`src/design/tbm_consts.svh`:
```
// Constants for the 10 Mbps MII control and status block.
// Assumes a 250 MHz clock; definitions only, no logic.
`ifndef TBM_CONSTS_SVH
`define TBM_CONSTS_SVH
// Register indices; the byte address is four times the index.
`define TBM_IDX_BSR 6'h01
`define TBM_IDX_ANX 6'h06
`define TBM_IDX_CFG 6'h10
`define TBM_IDX_ST2 6'h11
`define TBM_BSR_LINK 2
`define TBM_ANX_PGRX 1
`define TBM_ANX_BASE 5
`define TBM_CFG_LOOP 0
`define TBM_CFG_ANEN 1
`define TBM_CFG_ALTNP 2
`define TBM_CFG_PRE 5
`define TBM_CFG_CRSS 7
`define TBM_CFG_HB 9
`define TBM_CFG_JABD 10
`define TBM_CFG_LOVR 14
`define TBM_CFG_RST 16'h0002
`define TBM_CFG_WMASK 16'h46a7
`define TBM_ST2_POL 5
`define TBM_ST2_AND 7
`define TBM_ST2_FDX 9
`define TBM_ST2_LINK 10
`define TBM_ST2_SPD 14
`define TBM_SFD 8'hd5
`define TBM_LP_INV_N 8
`define TBM_EOF_INV_N 4
`define TBM_CLK_NS 4
`define TBM_BIT_NS 100
`define TBM_SQE_BT 5
`define TBM_SQE_CYC ((`TBM_SQE_BT * `TBM_BIT_NS + `TBM_CLK_NS - 1) / `TBM_CLK_NS)
`define TBM_RX_TMO_MS 96
`define TBM_RX_TMO_CYC (`TBM_RX_TMO_MS * 1000000 / `TBM_CLK_NS)
`define TBM_LP_MS 16
`define TBM_LP_CYC (`TBM_LP_MS * 1000000 / `TBM_CLK_NS)
`define TBM_JAB_MS 20
`define TBM_JAB_CYC (`TBM_JAB_MS * 1000000 / `TBM_CLK_NS)
`define TBM_UNJAB_MS 500
`define TBM_UNJAB_CYC (`TBM_UNJAB_MS * 1000000 / `TBM_CLK_NS)
`endif

```
`src/design/tbm_pkg.sv`:
```
// Types for the 10 Mbps MII control and status block.
// Assumes an AXI4-Lite master with 8-bit addresses and 32-bit data.
package tbm_pkg;
	typedef struct packed {
		logic awvalid;
		logic [7:0] awaddr;
		logic wvalid;
		logic [31:0] wdata;
		logic [3:0] wstrb;
		logic bready;
		logic arvalid;
		logic [7:0] araddr;
		logic rready;
	} tbm_axi_req_t;
	typedef struct packed {
		logic awready;
		logic wready;
		logic bvalid;
		logic [1:0] bresp;
		logic arready;
		logic rvalid;
		logic [31:0] rdata;
		logic [1:0] rresp;
	} tbm_axi_rsp_t;
	typedef enum logic [1:0] {
		rx_idle = 2'b00,
		rx_pre = 2'b01,
		rx_data = 2'b10,
		rx_tail = 2'b11
	} tbm_rx_st_t;
endpackage : tbm_pkg

```
`src/design/tbm_ctrl.sv`:
```
// 10 Mbps twisted-pair receive/transmit control with status registers.
// Assumes a line front end that delivers decoded bits and marker strobes,
// and a MAC on the MII side; all inputs are synchronous to aclk.
`timescale 1ns/10ps
`default_nettype none
`include "tbm_consts.svh"

module tbm_ctrl
	import tbm_pkg::*;
#(
	parameter int unsigned LP_CYC = `TBM_LP_CYC,
	parameter int unsigned RX_TMO_CYC = `TBM_RX_TMO_CYC,
	parameter int unsigned JAB_CYC = `TBM_JAB_CYC,
	parameter int unsigned UNJAB_CYC = `TBM_UNJAB_CYC,
	parameter int unsigned SQE_CYC = `TBM_SQE_CYC
) (
	input wire logic aclk, // Block clock.
	input wire logic aresetn, // Synchronous reset, low active.
	input wire tbm_axi_req_t s_axi, // AXI4-Lite request side.
	output tbm_axi_rsp_t s_axi_rsp, // AXI4-Lite answer side.
	input wire logic ln_rx_act, // Line activity start strobe.
	input wire logic ln_rx_bvld, // Decoded bit strobe.
	input wire logic ln_rx_bit, // Decoded bit, raw polarity.
	input wire logic ln_rx_eof, // End-of-frame marker strobe.
	input wire logic ln_rx_lp, // Link pulse strobe.
	input wire logic ln_rx_inv, // Marker or pulse seen inverted.
	input wire logic an_done, // Negotiation finished level.
	input wire logic an_start, // New negotiation started strobe.
	input wire logic an_page, // Page received strobe.
	input wire logic an_base, // Base page received strobe.
	input wire logic res_fdx, // Resolved full duplex.
	input wire logic res_100, // Resolved 100 Mbps.
	input wire logic mii_tx_en, // MAC transmit enable.
	input wire logic mii_tx_stb, // MAC transmit nibble strobe.
	input wire logic [3:0] mii_txd, // MAC transmit nibble.
	output logic [3:0] mii_rxd, // Receive nibble to MAC.
	output logic mii_rx_stb, // Receive nibble strobe.
	output logic mii_rx_dv, // Receive data valid.
	output logic mii_crs, // Carrier sense.
	output logic mii_col, // Heartbeat only; collisions are not flagged.
	output logic ln_tx_en, // Line transmit enable.
	output logic ln_tx_stb, // Line transmit nibble strobe.
	output logic [3:0] ln_txd, // Line transmit nibble.
	output logic ln_lp, // Link pulse request strobe.
	output logic scr_act, // Scrambler active.
	output logic an_restart // Restart negotiation strobe.
);
	// ****************************************
	// Registers and state
	// ****************************************
	localparam logic [15:0] CFG_WM = `TBM_CFG_WMASK;
	localparam logic [7:0] SFD = `TBM_SFD;
	logic [15:0] cfg_r;
	logic aw_got_r;
	logic [7:0] aw_a_r;
	logic w_got_r;
	logic [31:0] w_d_r;
	logic [3:0] w_s_r;
	logic bvalid_r;
	logic [1:0] bresp_r;
	logic rvalid_r;
	logic [31:0] rdata_r;
	logic [1:0] rresp_r;
	logic wr_do;
	logic rd_take;
	logic rd_hit;
	logic [31:0] rd_data;
	logic wr_hit;
	logic [5:0] rd_idx;
	logic link_r;
	logic pol_r;
	logic [2:0] lpc_r;
	logic [1:0] eofc_r;
	logic pg_r;
	logic base_r;
	logic [31:0] tmo_cnt_r;
	logic tmo;
	logic [31:0] lp_cnt_r;
	logic [31:0] jab_cnt_r;
	logic [31:0] unj_cnt_r;
	logic jab_r;
	logic [31:0] sqe_cnt_r;
	logic tx_en_d_r;
	logic tx_ok;
	tbm_rx_st_t rx_st_r;
	logic [7:0] sh_r;
	logic [7:0] sh_nxt;
	logic [2:0] bcnt_r;
	logic crs_r;
	logic dv_r;
	logic [3:0] rxd_r;
	logic rstb_r;
	logic pend_r;
	logic [7:0] pad_w;

	// ****************************************
	// AXI4-Lite slave
	// ****************************************
	assign wr_do = aw_got_r & w_got_r & ~bvalid_r;
	assign rd_take = s_axi.arvalid & ~rvalid_r;
	assign rd_idx = s_axi.araddr[7:2];

	always_comb begin
		s_axi_rsp = '0;
		s_axi_rsp.awready = ~aw_got_r & ~bvalid_r;
		s_axi_rsp.wready = ~w_got_r & ~bvalid_r;
		s_axi_rsp.bvalid = bvalid_r;
		s_axi_rsp.bresp = bresp_r;
		s_axi_rsp.arready = ~rvalid_r;
		s_axi_rsp.rvalid = rvalid_r;
		s_axi_rsp.rdata = rdata_r;
		s_axi_rsp.rresp = rresp_r;
	end

	always_comb begin
		rd_data = 32'h0000_0000;
		rd_hit = 1'b1;
		case (rd_idx)
			`TBM_IDX_BSR: rd_data[`TBM_BSR_LINK] = link_r;
			`TBM_IDX_ANX: begin
				rd_data[`TBM_ANX_PGRX] = pg_r;
				rd_data[`TBM_ANX_BASE] = base_r;
			end
			`TBM_IDX_CFG: rd_data[15:0] = cfg_r;
			`TBM_IDX_ST2: begin
				rd_data[`TBM_ST2_POL] = pol_r;
				rd_data[`TBM_ST2_AND] = an_done;
				rd_data[`TBM_ST2_FDX] = res_fdx;
				rd_data[`TBM_ST2_LINK] = link_r;
				rd_data[`TBM_ST2_SPD] = res_100;
			end
			default: rd_hit = 1'b0;
		endcase
	end

	always_comb begin
		case (aw_a_r[7:2])
			`TBM_IDX_BSR, `TBM_IDX_ANX, `TBM_IDX_CFG, `TBM_IDX_ST2: wr_hit = 1'b1;
			default: wr_hit = 1'b0;
		endcase
	end

	// Address and data are caught in either order; the answer follows both.
	always_ff @(posedge aclk) begin
		if (!aresetn) begin
			aw_got_r <= 1'b0;
			aw_a_r <= 8'h00;
			w_got_r <= 1'b0;
			w_d_r <= 32'h0000_0000;
			w_s_r <= 4'h0;
			bvalid_r <= 1'b0;
			bresp_r <= 2'h0;
		end else begin
			if (s_axi.awvalid && s_axi_rsp.awready) begin
				aw_got_r <= 1'b1;
				aw_a_r <= s_axi.awaddr;
			end
			if (s_axi.wvalid && s_axi_rsp.wready) begin
				w_got_r <= 1'b1;
				w_d_r <= s_axi.wdata;
				w_s_r <= s_axi.wstrb;
			end
			if (wr_do) begin
				aw_got_r <= 1'b0;
				w_got_r <= 1'b0;
				bvalid_r <= 1'b1;
				bresp_r <= wr_hit ? 2'h0 : 2'h2;
			end else if (bvalid_r && s_axi.bready) begin
				bvalid_r <= 1'b0;
			end
		end
	end

	always_ff @(posedge aclk) begin
		if (!aresetn) begin
			rvalid_r <= 1'b0;
			rdata_r <= 32'h0000_0000;
			rresp_r <= 2'h0;
		end else if (rd_take) begin
			rvalid_r <= 1'b1;
			rdata_r <= rd_data;
			rresp_r <= rd_hit ? 2'h0 : 2'h2;
		end else if (rvalid_r && s_axi.rready) begin
			rvalid_r <= 1'b0;
		end
	end

	// Only the configuration word is writable; status writes are ignored.
	always_ff @(posedge aclk) begin
		if (!aresetn) begin
			cfg_r <= `TBM_CFG_RST;
		end else if (wr_do && aw_a_r[7:2] == `TBM_IDX_CFG) begin
			for (int b = 0; b < 2; b++) begin
				if (w_s_r[b]) begin
					cfg_r[8*b+:8] <= w_d_r[8*b+:8] & CFG_WM[8*b+:8];
				end
			end
		end
	end

	// A new page in the same cycle as the read or restart survives.
	always_ff @(posedge aclk) begin
		if (!aresetn) begin
			pg_r <= 1'b0;
			base_r <= 1'b0;
		end else begin
			if (an_page) begin
				pg_r <= 1'b1;
			end else if ((rd_take && rd_idx == `TBM_IDX_ANX)
				|| (cfg_r[`TBM_CFG_ALTNP] && an_start)) begin
				pg_r <= 1'b0;
			end
			if (an_base) begin
				base_r <= 1'b1;
			end else if (rd_take && rd_idx == `TBM_IDX_ANX) begin
				base_r <= 1'b0;
			end
		end
	end

	// ****************************************
	// Link integrity and polarity
	// ****************************************
	assign tmo = (tmo_cnt_r == 32'(RX_TMO_CYC - 1));

	always_ff @(posedge aclk) begin
		if (!aresetn) begin
			tmo_cnt_r <= 32'h0000_0000;
		end else if (ln_rx_lp || ln_rx_act || ln_rx_bvld || tmo) begin
			tmo_cnt_r <= 32'h0000_0000;
		end else begin
			tmo_cnt_r <= tmo_cnt_r + 32'h0000_0001;
		end
	end

	always_ff @(posedge aclk) begin
		if (!aresetn) begin
			link_r <= 1'b0;
			an_restart <= 1'b0;
		end else begin
			an_restart <= 1'b0;
			if (ln_rx_lp) begin
				link_r <= 1'b1;
			end else if (tmo && link_r && !cfg_r[`TBM_CFG_LOVR]) begin
				link_r <= 1'b0;
				an_restart <= cfg_r[`TBM_CFG_ANEN];
			end
		end
	end

	always_ff @(posedge aclk) begin
		if (!aresetn) begin
			pol_r <= 1'b0;
			lpc_r <= 3'h0;
			eofc_r <= 2'h0;
		end else if (tmo) begin
			pol_r <= 1'b0;
			lpc_r <= 3'h0;
			eofc_r <= 2'h0;
		end else begin
			if (ln_rx_lp) begin
				lpc_r <= ln_rx_inv ? lpc_r + 3'h1 : 3'h0;
			end
			if (ln_rx_eof) begin
				eofc_r <= ln_rx_inv ? eofc_r + 2'h1 : 2'h0;
			end
			if ((ln_rx_lp && ln_rx_inv && lpc_r == 3'(`TBM_LP_INV_N - 1))
				|| (ln_rx_eof && ln_rx_inv && eofc_r == 2'(`TBM_EOF_INV_N - 1))) begin
				pol_r <= 1'b1;
			end
		end
	end

	// ****************************************
	// Transmit, link pulses, jabber, heartbeat
	// ****************************************
	assign tx_ok = (link_r | cfg_r[`TBM_CFG_LOVR]) & ~jab_r;

	always_ff @(posedge aclk) begin
		if (!aresetn) begin
			ln_tx_en <= 1'b0;
			ln_tx_stb <= 1'b0;
			ln_txd <= 4'h0;
			scr_act <= 1'b0;
		end else begin
			ln_tx_en <= mii_tx_en & tx_ok & ~cfg_r[`TBM_CFG_LOOP];
			ln_tx_stb <= mii_tx_stb & mii_tx_en & tx_ok & ~cfg_r[`TBM_CFG_LOOP];
			ln_txd <= mii_txd;
			scr_act <= res_100;
		end
	end

	always_ff @(posedge aclk) begin
		if (!aresetn) begin
			lp_cnt_r <= 32'h0000_0000;
			ln_lp <= 1'b0;
		end else begin
			ln_lp <= 1'b0;
			if (mii_tx_en) begin
				lp_cnt_r <= 32'h0000_0000;
			end else if (lp_cnt_r == 32'(LP_CYC - 1)) begin
				lp_cnt_r <= 32'h0000_0000;
				ln_lp <= 1'b1;
			end else begin
				lp_cnt_r <= lp_cnt_r + 32'h0000_0001;
			end
		end
	end

	// The unjabber wait runs only while the MAC is quiet, so a MAC that keeps
	// transmitting stays locked out.
	always_ff @(posedge aclk) begin
		if (!aresetn) begin
			jab_r <= 1'b0;
			jab_cnt_r <= 32'h0000_0000;
			unj_cnt_r <= 32'h0000_0000;
		end else if (cfg_r[`TBM_CFG_JABD]) begin
			jab_r <= 1'b0;
			jab_cnt_r <= 32'h0000_0000;
			unj_cnt_r <= 32'h0000_0000;
		end else if (jab_r) begin
			jab_cnt_r <= 32'h0000_0000;
			if (mii_tx_en) begin
				unj_cnt_r <= 32'h0000_0000;
			end else if (unj_cnt_r == 32'(UNJAB_CYC - 1)) begin
				jab_r <= 1'b0;
				unj_cnt_r <= 32'h0000_0000;
			end else begin
				unj_cnt_r <= unj_cnt_r + 32'h0000_0001;
			end
		end else if (mii_tx_en) begin
			if (jab_cnt_r == 32'(JAB_CYC - 1)) begin
				jab_r <= 1'b1;
			end
			jab_cnt_r <= jab_cnt_r + 32'h0000_0001;
		end else begin
			jab_cnt_r <= 32'h0000_0000;
		end
	end

	always_ff @(posedge aclk) begin
		if (!aresetn) begin
			tx_en_d_r <= 1'b0;
			sqe_cnt_r <= 32'h0000_0000;
			mii_col <= 1'b0;
		end else begin
			tx_en_d_r <= mii_tx_en;
			if (tx_en_d_r && !mii_tx_en && cfg_r[`TBM_CFG_HB]) begin
				sqe_cnt_r <= 32'(SQE_CYC);
			end else if (sqe_cnt_r != 32'h0000_0000) begin
				sqe_cnt_r <= sqe_cnt_r - 32'h0000_0001;
			end
			mii_col <= (sqe_cnt_r != 32'h0000_0000);
		end
	end

	// ****************************************
	// Receive framing
	// ****************************************
	// Bits arrive oldest first, so the newest bit enters at the top.
	assign sh_nxt = {ln_rx_bit ^ pol_r, sh_r[7:1]};
	assign pad_w = {4'hf, sh_r[7:4]} >> (3'h4 - bcnt_r);

	// The D nibble of the delimiter goes out the cycle after the 5 nibble;
	// bits are 25 cycles apart, so no data bit can collide with it.
	always_ff @(posedge aclk) begin
		if (!aresetn) begin
			rx_st_r <= rx_idle;
			sh_r <= 8'h00;
			bcnt_r <= 3'h0;
			crs_r <= 1'b0;
			dv_r <= 1'b0;
			rxd_r <= 4'h0;
			rstb_r <= 1'b0;
			pend_r <= 1'b0;
		end else begin
			rstb_r <= 1'b0;
			case (rx_st_r)
				rx_idle: begin
					if (ln_rx_act) begin
						crs_r <= 1'b1;
						dv_r <= cfg_r[`TBM_CFG_PRE];
						sh_r <= 8'h00;
						bcnt_r <= 3'h0;
						rx_st_r <= rx_pre;
					end
				end
				rx_pre: begin
					if (ln_rx_eof) begin
						crs_r <= cfg_r[`TBM_CFG_CRSS];
						bcnt_r <= 3'h0;
						rx_st_r <= rx_tail;
					end else if (ln_rx_bvld) begin
						sh_r <= sh_nxt;
						bcnt_r <= bcnt_r + 3'h1;
						if (sh_nxt == SFD) begin
							rxd_r <= SFD[3:0];
							rstb_r <= 1'b1;
							dv_r <= 1'b1;
							pend_r <= 1'b1;
							bcnt_r <= 3'h0;
							rx_st_r <= rx_data;
						end else if (dv_r && bcnt_r[1:0] == 2'h3) begin
							rxd_r <= sh_nxt[7:4];
							rstb_r <= 1'b1;
						end
					end
				end
				rx_data: begin
					if (pend_r) begin
						rxd_r <= SFD[7:4];
						rstb_r <= 1'b1;
						pend_r <= 1'b0;
					end
					if (ln_rx_eof) begin
						crs_r <= cfg_r[`TBM_CFG_CRSS];
						rx_st_r <= rx_tail;
					end else if (ln_rx_bvld) begin
						sh_r <= sh_nxt;
						bcnt_r <= bcnt_r + 3'h1;
						if (bcnt_r[1:0] == 2'h3) begin
							rxd_r <= sh_nxt[7:4];
							rstb_r <= 1'b1;
						end
					end
				end
				rx_tail: begin
					// Five to seven leftover bits leave the second nibble unsent.
					if (bcnt_r != 3'h0 && bcnt_r < 3'h4) begin
						rxd_r <= pad_w[3:0];
						rstb_r <= 1'b1;
					end
					dv_r <= 1'b0;
					crs_r <= 1'b0;
					pend_r <= 1'b0;
					rx_st_r <= rx_idle;
				end
				default: begin
					rx_st_r <= rx_idle;
				end
			endcase
		end
	end

	// Loopback takes the MII receive side from the MAC's own transmit.
	always_ff @(posedge aclk) begin
		if (!aresetn) begin
			mii_rxd <= 4'h0;
			mii_rx_stb <= 1'b0;
			mii_rx_dv <= 1'b0;
			mii_crs <= 1'b0;
		end else if (cfg_r[`TBM_CFG_LOOP]) begin
			mii_rxd <= mii_txd;
			mii_rx_stb <= mii_tx_stb & mii_tx_en & ~jab_r;
			mii_rx_dv <= mii_tx_en & ~jab_r;
			mii_crs <= mii_tx_en & ~jab_r;
		end else begin
			mii_rxd <= rxd_r;
			mii_rx_stb <= rstb_r;
			mii_rx_dv <= dv_r;
			mii_crs <= crs_r;
		end
	end
endmodule : tbm_ctrl
`default_nettype wire

```
`config.mk`:
```
export PLATFORM = sky130hd
export DESIGN_NAME = tbm_ctrl
export DESIGN_NICKNAME = d
export VERILOG_FILES = /design/src/design/tbm_pkg.sv /design/src/design/tbm_ctrl.sv
export VERILOG_INCLUDE_DIRS = /design/src /design/src/design
export SDC_FILE = /design/constraint.sdc
export NUM_CORES = 1
export LEC_CHECK = 0
export BUFFER_PORTS_ARGS = -buffer_cell sky130_fd_sc_hd__buf_2
export CORE_ASPECT_RATIO = 1.75
export CORE_MARGIN = 3
export CORE_UTILIZATION = 50
export CTS_BUF_LIST = sky130_fd_sc_hd__clkbuf_4 sky130_fd_sc_hd__clkbuf_8
export DETAILED_ROUTE_END_ITERATION = 6
export GPL_ROUTABILITY_DRIVEN = 1
export PLACE_DENSITY = 0.7
export SYNTH_ARGS = -nofsm -noshare
export SYNTH_HDL_FRONTEND = slang
export SYNTH_SLANG_ARGS = --single-unit
export TNS_END_PERCENT = 100
```
`constraint.sdc`:
```
create_clock -name aclk -period 3.69 [get_ports aclk]
set_input_delay 0.1845 -clock aclk [delete_from_list [all_inputs] [get_ports aclk]]
set_output_delay 0.1845 -clock aclk [all_outputs]
set_load 0.05 [all_outputs]
```
==> flow_summary.ini <==
[setup_path]
path_class = flop to flop
reg2reg_slack_ns = 0.94
required_ns = 4.08
cp-start-kind = flop
worstPathArrival_ns = 3.14
end_kind = flop
crit_fanout = 9
rr_startpoint = sqe_cnt_r[0]
crit_path_start = sqe_cnt_r[0]

[die]
dieArea_um2 = 24500
rows = 72
core_um2 = 22200
dieHeight_um = 205
io_pins = 135
fp.dieW_um = 120
start_util = 0.509

[yosys]
syn_area_um2 = 11300
syn_inst = 1324
ys_types = 65
syn-mean-instance-area_um2 = 8.52
ys_seq_area_frac = 0.436
synth-seq-cells = 246
synth_top_family_by_area = simple AND/OR/NAND/NOR gates
yosys_warnings = 0
synth-xor-area-share = 0.104
synth_compound_area_frac = 0.0859
synthAdderAreaFrac = 0.0200
yosys_most_used_dff = dfxtp_1
synthSimpleGateAreaFrac = 0.286
synth_edf_count = 0
synthArstFlopShare = 0
synth_mux_area_frac = 0.0237

[sta]
tightest_slew_ns = 1.12
setup_viol_count_final = 0
fin_worst_skew_ns = 0.0177
period_needed_ns = 2.75
slew_violations = 0
hold_viol = 0
slew_headroom = 0.250
rsz0062_at_grt = false
post-route-period-util = 0.744
finalSetupTns_ns = 0
fmax_mhz = 364

[placement]
portBuffers = 78
hpwl_um = 17800
gp_congestion = 0.854

[routing]
wl_per_cell_um = 14.5
drtIter0Drc = 521
drc = 0
via_per_inst = 5.43
wl_um = 25600
drt_pass1_iterations = 5
vias = 9554
drtAntennaViolNets = 0

[power]
combPwrFrac = 0.262
power.density_nw_per_um2 = 570
pwr-share-clk = 0.326
vdd_ir_drop_max_mv = 0.483
swShare = 0.336
p_switching_mw = 2.49
power_frac_seq = 0.411
p_int_mw = 4.92
p_leak_nw = 4.86

[grt]
grt_pass1_wl_um = 43100
grt_remaining_overflow = 0
grt_usage = 0.208
grt_max_degree = 69
grt_pass1_vias = 9235
antenna_found_initial = 1

[cts]
cts_sinks = 246
tritoncts = built
cts_buffers = 38
cts.path.max_buffers = 3
cts_resized = 0
clkLatencyLatePin_ns = 0.54
clk_pin_slew_ns = 0.06
htreeDepth = 2
post_cts_buffers = 0
root_buffer = clkbuf_8

[cells_and_area]
nNetsFinal = 1534
drive_above_1_share = 0.115
area_delta_synth_final_pct = 15.2
utilization = 0.587

[min_path]
min_from = an_done
hold_class = input pin to flop

[flow_run]
drv_cap = 0

[status]
status = finished clean
flip-flops by register name, summed over array words and instances (netlist names), 3 cells and up:
signal	count
rdata_r	8
cfg_r	8
rxd_r	4
jab_cnt_r	32
sh_r	7
unj_cnt_r	32
aw_a_r	6
mii_rxd	4
bcnt_r	3
lpc_r	3
w_d_r	8
lp_cnt_r	32
ln_txd	4
tmo_cnt_r	32
sqe_cnt_r	32
final cells by class:
type,instances,area [um2]
Fill cell,2073,9160
Multi-Input combinational cell,1000,5960
Sequential cell,246,4920
Timing Repair Buffer,123,811
Clock buffer,61,771
Tap cell,296,370
Inverter,30,113
Clock inverter,4,45.0
Antenna cell,1,2.50
synthesized netlist by cell type (5+ instances only):
library cell	number	area, um2
o21ai_0	27	135
and3_1	24	150
nand2b_1	14	87.6
a21oi_1	62	310
nand3b_1	9	67.6
o211ai_1	6	45.0
nor4_1	27	169
inv_1	29	109
ha_1	18	225
a22oi_1	5	37.5
and4_1	12	105
nand4_1	50	313
clkbuf_1	41	154
nand3_1	81	405
xor2_1	101	885
or3_1	17	106
and2_1	12	75.1
or4_1	17	128
nor3_1	21	105
xnor2_1	33	289
a211oi_1	7	52.6
nor4b_1	9	78.8
o31ai_1	9	67.6
mux2i_1	20	200
nor2b_1	7	43.8
a31oi_1	6	37.5
buf_4	28	210
o311ai_0	6	52.6
nand2_1	115	432
dfxtp_1	246	4920
nor2_1	210	788
cell families (layout without fill, tap and decap cells):
group / Yosys count / after routing
flops: 246 / 246
mux: 25 / 25
simple gates: 643 / 643
xor+xnor: 134 / 134
buf+inv: 103 / 218
other cells: 1 / 27
compound gates: 154 / 154
fa+ha+maj: 18 / 18
repair_timing:
action,in CTS,in global routing
endpoints found under the setup margin,0,0
hold endpoints to repair,40,0
hold buffers,33,0
worst max-delay path, stage by stage, from the launching register on:
cell and delay (ns):
dfxtp_1 0.32, inv_1 0.09, ha_1 0.23, or4b_1 0.59
or3_1 0.57, o31ai_1 0.54, xor2_1 0.19, a21oi_1 0.08
routing by layer:
metal	global-route usage	share of wire	up-vias
met3	0.0345	0.040	51
met2	0.388	0.53	190
li1	-	-	4815
met1	0.235	0.41	4498
met5	0	0	-
met4	0.0750	0.024	0
metrics by stage:
step | hold WS (ns) | instances | worst slack [ns] | total power, mW | instance area [um2]
finish | 0.0411 | 1761 | 0.944 | 7.41 | 13000
global route | 0.0545 | 1761 | 0.750 | 7.88 | 13000
CTS | 0.00941 | 1760 | 0.952 | 7.50 | 13000
detailed placement | 0.374 | 1662 | 0.964 | 5.01 | 11900
global placement | 0.368 | 1662 | 1.03 | 4.97 | 11900
floorplan | 0.285 | 1349 | 1.25 | 4.58 | 11400
cell usage in the layout (no fill, tap or decap), types with 5 or more instances in the layout:
cell type and count:
nand2_1 115, ha_1 18, mux2i_1 20, o21ai_0 27
nand3b_1 9, nor3_1 21, clkbuf_8 50, o211ai_1 6
dfxtp_1 246, xnor2_1 33, or3_1 17, conb_1 26
and2_1 12, o31ai_1 9, or4_1 17, a22oi_1 5
a21oi_1 61, nor4_1 27, buf_2 78, nand4_1 50
and3_1 24, inv_1 29, nand3_1 81, clkbuf_4 11
a31oi_1 6, buf_4 12, xor2_1 101, nor2b_1 7
and4_1 12, a211oi_1 7, nor4b_1 9, nand2b_1 14
nor2_1 210, o311ai_0 6, dlygate4sd3_1 33
power by group through the flow:
stage               clock network [mW]  registers (mW)  logic, mW
floorplan                            0            3.12       1.46
global placement                     0            3.09       1.88
detailed placement                   0            3.10       1.91
CTS                               2.50            3.04       1.95
global route                      2.61            3.08       2.19
finish                            2.42            3.05       1.95
final timing paths:
path / end / cells past startpoint
max reg2reg: sqe_cnt_r[5] / 7
min reg2reg: jab_cnt_r[0] / 1
max: sqe_cnt_r[5] / 7
min: rdata_r[7] / 4
(Power assumes the default switching activity.)
